==> src/hdl/bmu_pkg.sv <==
// Package of operation codes and constants for the CPU bit manipulation unit.
package bmu_pkg;

    localparam int unsigned DATA_W = 8;
    localparam int unsigned IDX_W  = 3;
    localparam int unsigned OP_W   = 4;

    localparam logic [DATA_W-1:0] RESET_RESULT = 8'h00;
    localparam logic              RESET_FLAG   = 1'b0;

    typedef enum logic [OP_W-1:0] {
        BIT_SET_OP              = 4'h0,
        BIT_CLEAR_OP            = 4'h1,
        BIT_INVERT_OP           = 4'h2,
        BIT_TEST_OP             = 4'h3,
        BIT_AND_CARRY_OP        = 4'h4,
        BIT_INV_AND_CARRY_OP    = 4'h5,
        BIT_OR_CARRY_OP         = 4'h6,
        BIT_INV_OR_CARRY_OP     = 4'h7,
        BIT_XOR_CARRY_OP        = 4'h8,
        BIT_INV_XOR_CARRY_OP    = 4'h9,
        BIT_LOAD_CARRY_OP       = 4'ha,
        BIT_INV_LOAD_CARRY_OP   = 4'hb,
        CARRY_STORE_BIT_OP      = 4'hc,
        INV_CARRY_STORE_BIT_OP  = 4'hd
    } bmu_op_e;

endpackage

==> src/hdl/bmu_core.sv <==
// One-cycle execution datapath for single-bit CPU instructions.
`timescale 1ns/1ps
module bmu_core
    import bmu_pkg::*;
(
    input  wire logic              I_CORE_CLK,    // Core clock, 20 MHz.
    input  wire logic              I_RST_N,       // Asynchronous reset, active low.
    input  wire logic              I_START,       // Pulse: execute one operation.
    input  wire logic [OP_W-1:0]   I_OP,          // Operation code (bmu_op_e).
    input  wire logic [DATA_W-1:0] I_OPERAND,     // Byte read from register or memory.
    input  wire logic              I_IDX_FROM_REG,// 1: index from register, 0: immediate.
    input  wire logic [IDX_W-1:0]  I_IMM_IDX,     // 3-bit immediate bit index.
    input  wire logic [DATA_W-1:0] I_IDX_REG,     // General register supplying the index.
    input  wire logic              I_CARRY,       // Current carry flag.
    output logic      [DATA_W-1:0] O_RESULT,      // Byte to write back.
    output logic                   O_WRITE,       // Pulse: write O_RESULT back.
    output logic                   O_CARRY,       // Carry flag value.
    output logic                   O_CARRY_WE,    // Pulse: load O_CARRY into flag.
    output logic                   O_ZERO,        // Zero flag value.
    output logic                   O_ZERO_WE,     // Pulse: load O_ZERO into flag.
    output logic                   O_DONE,        // Pulse: results valid.
    output logic                   O_ILLEGAL      // Pulse: unknown op or bad index source.
);

    // Decoded operation and the classes it falls into.
    bmu_op_e           op;
    logic              known_op;
    logic              inv_op;
    logic              bad_src;
    logic              accept;
    logic              set_op;
    logic              clear_op;
    logic              invert_op;
    logic              test_op;
    logic              store_op;
    logic              modify_op;
    logic              carry_op;

    // Bit selection.
    logic [IDX_W-1:0]  idx;
    logic [DATA_W-1:0] hit;
    logic              sel_bit;
    logic              store_val;

    // Values loaded into the output registers at the next edge.
    logic [DATA_W-1:0] next_result;
    logic              next_carry;
    logic              next_zero;
    logic              next_write;
    logic              next_carry_we;
    logic              next_zero_we;
    logic              next_done;
    logic              next_illegal;

    assign op = bmu_op_e'(I_OP);

    // Codes past the last operation stay unknown and are refused rather than aliased.
    always_comb begin
        known_op  = 1'h0;
        set_op    = 1'h0;
        clear_op  = 1'h0;
        invert_op = 1'h0;
        test_op   = 1'h0;
        store_op  = 1'h0;
        modify_op = 1'h0;
        carry_op  = 1'h0;
        inv_op    = 1'h0;
        unique case (op)
            BIT_SET_OP: begin
                known_op  = 1'h1;
                set_op    = 1'h1;
                modify_op = 1'h1;
            end
            BIT_CLEAR_OP: begin
                known_op  = 1'h1;
                clear_op  = 1'h1;
                modify_op = 1'h1;
            end
            BIT_INVERT_OP: begin
                known_op  = 1'h1;
                invert_op = 1'h1;
                modify_op = 1'h1;
            end
            BIT_TEST_OP: begin
                known_op = 1'h1;
                test_op  = 1'h1;
            end
            BIT_AND_CARRY_OP: begin
                known_op = 1'h1;
                carry_op = 1'h1;
            end
            BIT_INV_AND_CARRY_OP: begin
                known_op = 1'h1;
                carry_op = 1'h1;
                inv_op   = 1'h1;
            end
            BIT_OR_CARRY_OP: begin
                known_op = 1'h1;
                carry_op = 1'h1;
            end
            BIT_INV_OR_CARRY_OP: begin
                known_op = 1'h1;
                carry_op = 1'h1;
                inv_op   = 1'h1;
            end
            BIT_XOR_CARRY_OP: begin
                known_op = 1'h1;
                carry_op = 1'h1;
            end
            BIT_INV_XOR_CARRY_OP: begin
                known_op = 1'h1;
                carry_op = 1'h1;
                inv_op   = 1'h1;
            end
            BIT_LOAD_CARRY_OP: begin
                known_op = 1'h1;
                carry_op = 1'h1;
            end
            BIT_INV_LOAD_CARRY_OP: begin
                known_op = 1'h1;
                carry_op = 1'h1;
                inv_op   = 1'h1;
            end
            CARRY_STORE_BIT_OP: begin
                known_op  = 1'h1;
                store_op  = 1'h1;
                modify_op = 1'h1;
            end
            INV_CARRY_STORE_BIT_OP: begin
                known_op  = 1'h1;
                store_op  = 1'h1;
                modify_op = 1'h1;
                inv_op    = 1'h1;
            end
            default: begin
                known_op = 1'h0;
            end
        endcase
    end

    // Inverted variants carry no register index field in their encoding.
    assign bad_src = inv_op && I_IDX_FROM_REG;

    // An operation is carried out only when it is known and its index source is allowed.
    assign accept = I_START && known_op && !bad_src;

    // Only the low three bits of the index register count; upper bits are ignored.
    assign idx     = I_IDX_FROM_REG ? I_IDX_REG[IDX_W-1:0] : I_IMM_IDX;
    assign sel_bit = I_OPERAND[idx];

    // The stored value is the carry itself or its inverse.
    always_comb begin
        if (op == INV_CARRY_STORE_BIT_OP) begin
            store_val = ~I_CARRY;
        end else begin
            store_val = I_CARRY;
        end
    end

    // One slice per bit. A slice that the index does not select passes its bit through,
    // so the other seven bits of a rewritten byte always keep their value.
    for (genvar b = 0; b < DATA_W; b++) begin : g_bit
        logic slice;

        assign hit[b] = (idx == IDX_W'(b));

        always_comb begin
            slice = I_OPERAND[b];
            if (hit[b]) begin
                unique case (op)
                    BIT_SET_OP: begin
                        slice = 1'h1;
                    end
                    BIT_CLEAR_OP: begin
                        slice = 1'h0;
                    end
                    BIT_INVERT_OP: begin
                        slice = ~I_OPERAND[b];
                    end
                    CARRY_STORE_BIT_OP, INV_CARRY_STORE_BIT_OP: begin
                        slice = store_val;
                    end
                    default: begin
                        slice = I_OPERAND[b];
                    end
                endcase
            end
        end

        assign next_result[b] = slice;
    end

    // Carry combine and load; operations that leave the carry alone pass it through.
    always_comb begin
        next_carry = I_CARRY;
        unique case (op)
            BIT_AND_CARRY_OP: begin
                next_carry = I_CARRY & sel_bit;
            end
            BIT_INV_AND_CARRY_OP: begin
                next_carry = I_CARRY & ~sel_bit;
            end
            BIT_OR_CARRY_OP: begin
                next_carry = I_CARRY | sel_bit;
            end
            BIT_INV_OR_CARRY_OP: begin
                next_carry = I_CARRY | ~sel_bit;
            end
            BIT_XOR_CARRY_OP: begin
                next_carry = I_CARRY ^ sel_bit;
            end
            BIT_INV_XOR_CARRY_OP: begin
                next_carry = I_CARRY ^ ~sel_bit;
            end
            BIT_LOAD_CARRY_OP: begin
                next_carry = sel_bit;
            end
            BIT_INV_LOAD_CARRY_OP: begin
                next_carry = ~sel_bit;
            end
            default: begin
                next_carry = I_CARRY;
            end
        endcase
    end

    // The zero flag reports an empty selected bit.
    assign next_zero = ~sel_bit;

    // A refused operation changes nothing, so its write strobes stay low; O_DONE and O_ILLEGAL still pulse.
    assign next_write    = accept && modify_op;
    assign next_carry_we = accept && carry_op;
    assign next_zero_we  = accept && test_op;
    assign next_done     = I_START;
    assign next_illegal  = I_START && (!known_op || bad_src);

    // Data outputs hold their last value between operations.
    always_ff @(posedge I_CORE_CLK or negedge I_RST_N) begin
        if (!I_RST_N) begin
            O_RESULT <= RESET_RESULT;
        end else if (accept) begin
            O_RESULT <= next_result;
        end
    end

    always_ff @(posedge I_CORE_CLK or negedge I_RST_N) begin
        if (!I_RST_N) begin
            O_CARRY <= RESET_FLAG;
        end else if (accept) begin
            O_CARRY <= next_carry;
        end
    end

    // The zero flag moves only on a test; other operations leave it as it was.
    always_ff @(posedge I_CORE_CLK or negedge I_RST_N) begin
        if (!I_RST_N) begin
            O_ZERO <= RESET_FLAG;
        end else if (next_zero_we) begin
            O_ZERO <= next_zero;
        end
    end

    // Each strobe stands for exactly one cycle after the edge that took the request.
    always_ff @(posedge I_CORE_CLK or negedge I_RST_N) begin
        if (!I_RST_N) begin
            O_WRITE <= 1'h0;
        end else begin
            O_WRITE <= next_write;
        end
    end

    always_ff @(posedge I_CORE_CLK or negedge I_RST_N) begin
        if (!I_RST_N) begin
            O_CARRY_WE <= 1'h0;
        end else begin
            O_CARRY_WE <= next_carry_we;
        end
    end

    always_ff @(posedge I_CORE_CLK or negedge I_RST_N) begin
        if (!I_RST_N) begin
            O_ZERO_WE <= 1'h0;
        end else begin
            O_ZERO_WE <= next_zero_we;
        end
    end

    always_ff @(posedge I_CORE_CLK or negedge I_RST_N) begin
        if (!I_RST_N) begin
            O_DONE <= 1'h0;
        end else begin
            O_DONE <= next_done;
        end
    end

    always_ff @(posedge I_CORE_CLK or negedge I_RST_N) begin
        if (!I_RST_N) begin
            O_ILLEGAL <= 1'h0;
        end else begin
            O_ILLEGAL <= next_illegal;
        end
    end

endmodule // bmu_core

==> config.mk <==
export PLATFORM = sky130hd
export DESIGN_NAME = bmu_core
export DESIGN_NICKNAME = d
export VERILOG_FILES = /design/src/hdl/bmu_pkg.sv /design/src/hdl/bmu_core.sv
export SDC_FILE = /design/constraint.sdc
export NUM_CORES = 1
export LEC_CHECK = 0
export ABC_CLOCK_PERIOD_IN_PS = 800
export BUFFER_PORTS_ARGS = -buffer_cell sky130_fd_sc_hd__buf_4
export CAP_MARGIN = 30
export CELL_PAD_IN_SITES_DETAIL_PLACEMENT = 0
export CELL_PAD_IN_SITES_GLOBAL_PLACEMENT = 2
export CORE_MARGIN = 4
export CORE_UTILIZATION = 28
export DETAILED_ROUTE_END_ITERATION = 16
export HOLD_SLACK_MARGIN = 0.15
export PLACE_DENSITY_LB_ADDON = 0.1
export SLEW_MARGIN = 0
export SYNTH_ARGS = -nofsm -noshare
export SYNTH_HDL_FRONTEND = slang
export SYNTH_SLANG_ARGS = --single-unit
==> constraint.sdc <==
create_clock -name I_CORE_CLK -period 0.8 [get_ports I_CORE_CLK]
set_input_delay 0.04 -clock I_CORE_CLK [delete_from_list [all_inputs] [get_ports I_CORE_CLK]]
set_output_delay 0.04 -clock I_CORE_CLK [all_outputs]
set_load 0.1 [all_outputs]
---- Word-level counts from Yosys, hierarchy flattened ----
Index checks and enable logic that the tools add are counted.
word-level totals
  bits in registers ....................... 15
  input bits .............................. 28
  word-level logic and storage cells ...... 88
cells by class
  $lt $le $gt $ge ......................... 1
  bitwise operators ....................... 16
  multiplexer cells ....................... 26
  equal/unequal tests ..................... 20
  reduce and logical (&&, ||, !) cells .... 17
operators with widths
  kind                  number
  $pmux W1 S4           8
  $eq A4 B4 Y1 const B  6
  $eq A4 B3 Y1 const B  4
  $mux W1               15
  $reduce_or A14 Y1     1
  $eq A3 B3 Y1 const B  4
  $not A1 Y1            10
  $reduce_or A5 Y1      2
  $eq A4 B2 Y1 const B  2
  $pmux W1 S8           1
  $reduce_or A8 Y1      1
  $logic_and A1 B1 Y1   7
  $eq A3 B2 Y1 const B  2
  $eq A4 B1 Y1 const B  1
  $logic_not A4 Y1      1
  $lt A3 B4 Y1 const B  1
  $bmux W1 S3           1
  $eq A3 B1 Y1 const B  1
  $logic_not A3 Y1      1
  $mux W3               1
  $and A1 B1 Y1         2
  $logic_not A1 Y1      2
  $or A1 B1 Y1          2
  $reduce_or A2 Y1      1
  other kinds (2)       3

---- Logic depth before layout (Yosys ltp) ----
  word-level depth ........................ 7
  depth in mapped cells ................... 7
  depth with buffers taken out ............ 7

---- Worst setup path before layout ----
Ideal clock, no wire load.
  path type ............................... input to register
  from .................................... input port I_OP[2]
  to ...................................... register O_CARRY
  setup slack ............................. -0.699 ns
  cell stages on the path ................. 7
  setup time .............................. 0.130 ns
  arrival time ............................ 1.369 ns
  required time ........................... 0.670 ns
  cell sequence ........................... inv_1 ha_1 or4_1 nand3_1 buf_2 mux2i_1 a31oi_1
between the ends
  word-level cells in the longest chain between the ends .. 6
  elaborated cells on any way between the ends .. 23
RTL lines
  element                               RTL line         source
  start, declared                       bmu_core.sv:9    input wire logic [OP_W-1:0] I_OP,
  $eq A4 B4 Y1 (tied with other cells)  n/a
  $reduce_or A5 Y1 (no line)            n/a
  $mux W1                               bmu_core.sv:68   unique case (op)
  $logic_and A1 B1 Y1                   bmu_core.sv:142  assign bad_src = inv_op && I_IDX_FROM_REG;
  $logic_not A1 Y1                      bmu_core.sv:145  assign accept = I_START && known_op && !bad_src;
  $logic_and A1 B1 Y1                   bmu_core.sv:145
  end signal, assigned                  bmu_core.sv:250  O_CARRY <= next_carry;
  end, declared                         bmu_core.sv:17   output logic O_CARRY,
Parallel ways exist; a longest one is shown, timed or not.
A chain may end at the register's enable or synchronous reset.

---- Final worst setup path ----
  from .................................... input port I_OP[2]
  to ...................................... register O_ZERO
between the ends
  word-level cells in the longest chain between the ends .. 7
  elaborated cells on any way between the ends .. 24
RTL lines
  element                               RTL line         source
  $eq A4 B4 Y1 (tied with other cells)  n/a
  $reduce_or A5 Y1 (no line)            n/a
  $mux W1                               bmu_core.sv:68
  $logic_and A1 B1 Y1                   bmu_core.sv:142
  $logic_not A1 Y1                      bmu_core.sv:145
  $logic_and A1 B1 Y1                   bmu_core.sv:145
  $logic_and A1 B1 Y1 (*)               bmu_core.sv:233  assign next_zero_we = accept && test_op;
  via next_zero_we                      bmu_core.sv:51   logic next_zero_we;
  end signal, assigned                  bmu_core.sv:259  O_ZERO <= next_zero;
  end, declared                         bmu_core.sv:19   output logic O_ZERO,
The timed path passes the listed nets; every way through them passes the cells marked *.

==> impl_metrics.csv <==
group,metric,value,unit
outcome,status,"finished with violations",
outcome,violations,"negative setup slack",
detailed_routing,drt_iter0_drc,36,
job,cap_violations,0,
global_route,grt_max_degree,17,
clock_network,clk_pin_slew,0.05,ns
setup_path,worst-endpoint-arrival,1.31,ns
detailed_routing,routed_wl,3550,um
power_and_ir_drop,total_power,3.78,mW
die,dieHeight,73.2,um
setup_path,cp_slowest_cell,"or3_4",
timing,min_period_over_period,149,%
timing,max_freq,0.840,GHz
power_and_ir_drop,power.density,1680,mW/mm2
power_and_ir_drop,leakage,1.00,nW
final_layout,fillers,366,
detailed_routing,viasPerCell,4.85,
setup_path,start_kind,"input pin",
detailed_routing,num_vias,1257,
clock_network,clockRootBuffer,"clkbuf_8",
placement,dpl.hpwl,2830,um
detailed_routing,routedWlPerCell,13.7,um
min_path,min_path_type,"in -> async",
synth,ys_ff_latch,15,
die,fp.dieArea,0.00536,mm2
clock_network,clockBufferDepth,2,
global_route,grt_use_total,13.2,%
global_route,antenna_found_initial,0,
timing,tightestPinTransition,0.361,ns
setup_path,crit_type,"in -> reg",
timing,hold_viol_final,0,
synth,yosysSeqAreaShare,31.5,%
setup_path,reg2reg_depth,1,
synth,syn_avg_cell_area,8.69,um2
setup_path,crit_chain,"buf_12 > inv_12 > ha_4 > buf_4 > or3_4 > a21oi_4 > mux2_4",
die,ios,43,
synth,synth_largest_area_cell,"dfrtp_1",
die,num_rows,23,
timing,holdWs,0.186,ns
global_route,overflow,0,
power_and_ir_drop,ir_worst_vdd,0.000633,V
timing,drv_slew,0,
synth,syn_inst,137,
die,start_util,29.4,%
die,core-area,0.00406,mm2
synth,synthTopCellsByArea,"dfrtp_1 32%, mux2i_1 8.4%, nand2_1 6.9%",
final_layout,antenna_cells,0,
final_layout,final_util,55.5,%
setup_path,cp_max_fo,6,
setup_path,cpPeakStageDelay,0.37,ns
synth,syn_area,0.00119,mm2
timing,slew_headroom,75.7,%
final_layout,syn_to_final_growth,89.0,%
timing,setup_slack,-0.390,ns
placement,gp_congestion,0.862,
placement,port_buffers,37,
synth,synth_top_area_share,31.5,%
synth,ys.warnings.count,0,
global_route,grt_pass1_wl,5600,um
clock_network,clk_latency,0.24,ns
detailed_routing,firstDrtPassIters,4,
clock_network,numCtsBuffers,3,
final_layout,nNetsFinal,242,
timing,fin_skew,0,ns
setup_path,cp.required,0.92,ns
global_route,grt_pass1_vias,1192,
timing,min_period,1.19,ns
synth,synth_fp_nets,169,
die,die_w,73.2,um
detailed_routing,antenna_left,0,
setup_path,cp-end-kind,"flip-flop",
clock_network,cts_sinks,15,
synth,synth_cell_types,41,
detailed_routing,drcViolationCount,0,
clock_network,cts_tree,"built",
timing,rsz0062_at_grt,"true",
timing,setup_violations,29,
final_layout,drive_gt1_share,59.8,%
clock_network,htree_num_levels,1,
==> metrics by stage <==
stage	setup slack [ns]	area [um2]	TNS [ns]	cells
after global placement	-0.734	1810	-8.64	245
final	-0.390	2250	-5.22	259
after CTS	-0.379	2150	-5.23	256
after detailed placement	-0.745	1810	-8.75	245
after global routing	-0.429	2250	-6.16	259
after floorplan	-0.499	1290	-5.36	137
==> flip-flops by register name, indices dropped and copies added, names as in the netlist <==
name,flops
O_ZERO_WE,1
O_CARRY,1
O_RESULT,8
O_ILLEGAL,1
O_ZERO,1
O_CARRY_WE,1
O_WRITE,1
O_DONE,1
==> worst paths after layout <==
check                           slack [ns]               startpoint                      end
worst max-delay path                 -0.39                  I_OP[2]       O_ZERO$_DFFE_PN0P_
worst min-delay path                  0.19                  I_RST_N     O_CARRY_WE$_DFF_PN0_
worst max register to register           0       O_ZERO$_DFFE_PN0P_       O_ZERO$_DFFE_PN0P_
worst min register to register        0.50  O_RESULT[2]$_DFFE_PN0P_  O_RESULT[2]$_DFFE_PN0P_
max in group asynchronous             0.43                  I_RST_N  O_RESULT[0]$_DFFE_PN0P_
min in group I_CORE_CLK               0.21             I_OPERAND[5]  O_RESULT[5]$_DFFE_PN0P_
==> timing repair <==
item                       in CTS  in global routing
hold buffers                    2                  0
hold endpoints to repair       18                  0
pin swaps                      15                  1
buffers inserted                5                  3
gates resized for setup        53                 16
setup endpoints to repair      29                 29
==> cell usage in the layout, fill, tap and decap left out, types with 2 or more instances in the layout <==
cell / Yosys / layout
a2111oi_4: 0 / 2
a21oi_1: 7 / 4
a21oi_2: 2 / 3
a21oi_4: 0 / 2
a31oi_1: 2 / 2
buf_12: 0 / 11
buf_4: 2 / 49
buf_6: 0 / 11
clkbuf_8: 0 / 3
dfrtp_2: 0 / 15
dlygate4sd3_1: 0 / 2
ha_4: 0 / 4
inv_1: 7 / 5
mux2_4: 0 / 4
mux2i_1: 10 / 10
nand2_1: 22 / 22
nand2b_1: 2 / 2
nand3b_1: 3 / 3
nor2_1: 4 / 2
nor2_2: 0 / 2
nor2b_1: 3 / 2
o21ai_1: 9 / 9
o22ai_1: 8 / 8
or3_4: 0 / 3
or3b_4: 0 / 2
==> worst max-delay path: cells and delay by family <==
kind | cells | cell delay, ns
simple gates | 1 | 0.37
compound gates | 1 | 0.15
buf+inv | 3 | 0.26
mux | 1 | 0.31
fa+ha+maj | 1 | 0.17
==> Yosys cell counts <==
cell	count
buf_4	2
ha_1	4
nor4bb_1	1
a31oi_1	2
mux2i_1	10
inv_1	7
clkbuf_1	1
xor2_1	1
dfrtp_1	15
o221ai_1	1
a31o_1	1
and2b_2	1
or3_1	4
or2_2	1
a2bb2oi_1	1
mux2_2	1
nor2b_1	3
nand2_1	22
o311ai_1	1
a2111oi_2	2
or3b_1	2
a21bo_2	1
nor2_1	4
o21bai_1	1
a21boi_1	2
o22ai_1	8
a21oi_1	7
nand3_1	2
or4_1	1
buf_2	3
nand4_1	1
a211o_1	1
o31a_1	1
mux2_1	3
o32ai_2	1
a21oi_2	2
o22ai_2	1
nand2b_1	2
o21ai_0	1
o21ai_1	9
nand3b_1	3
==> cell type report <==
cell class	instances	area [um2]	area share, %
multi-input combinational	109	961	42.7
timing repair buffer	74	747	33.2
sequential	15	394	17.5
tap	50	62.6	2.78
clock buffer	4	45.0	2.00
inverter	7	41.3	1.83
==> power by group <==
group / internal (mW) / switching (mW) / total [mW]
logic: 0.882 / 1.31 / 2.20
clock network: 0.351 / 0.224 / 0.575
registers: 0.896 / 0.111 / 1.01
total: 2.13 / 1.65 / 3.78
==> kinds of logic after synthesis <==
family / after synthesis / synth area share [%]
AO/OA/AOI/OAI: 43 / 25.9
XOR/XNOR: 1 / 0.735
adder cells (fa/ha/maj): 4 / 4.20
buffers and inverters: 13 / 5.04
flip-flops: 15 / 31.5
multiplexers: 14 / 12.2
AND/OR/NAND/NOR: 47 / 20.4
==> routing by layer <==
layer	global-route usage, %	wire length (um)
met1	18.3	1680
met2	21.1	1680
met3	1.93	166
met4	3.89	19
met5	0	0
Power figures use the tool's default switching activity.
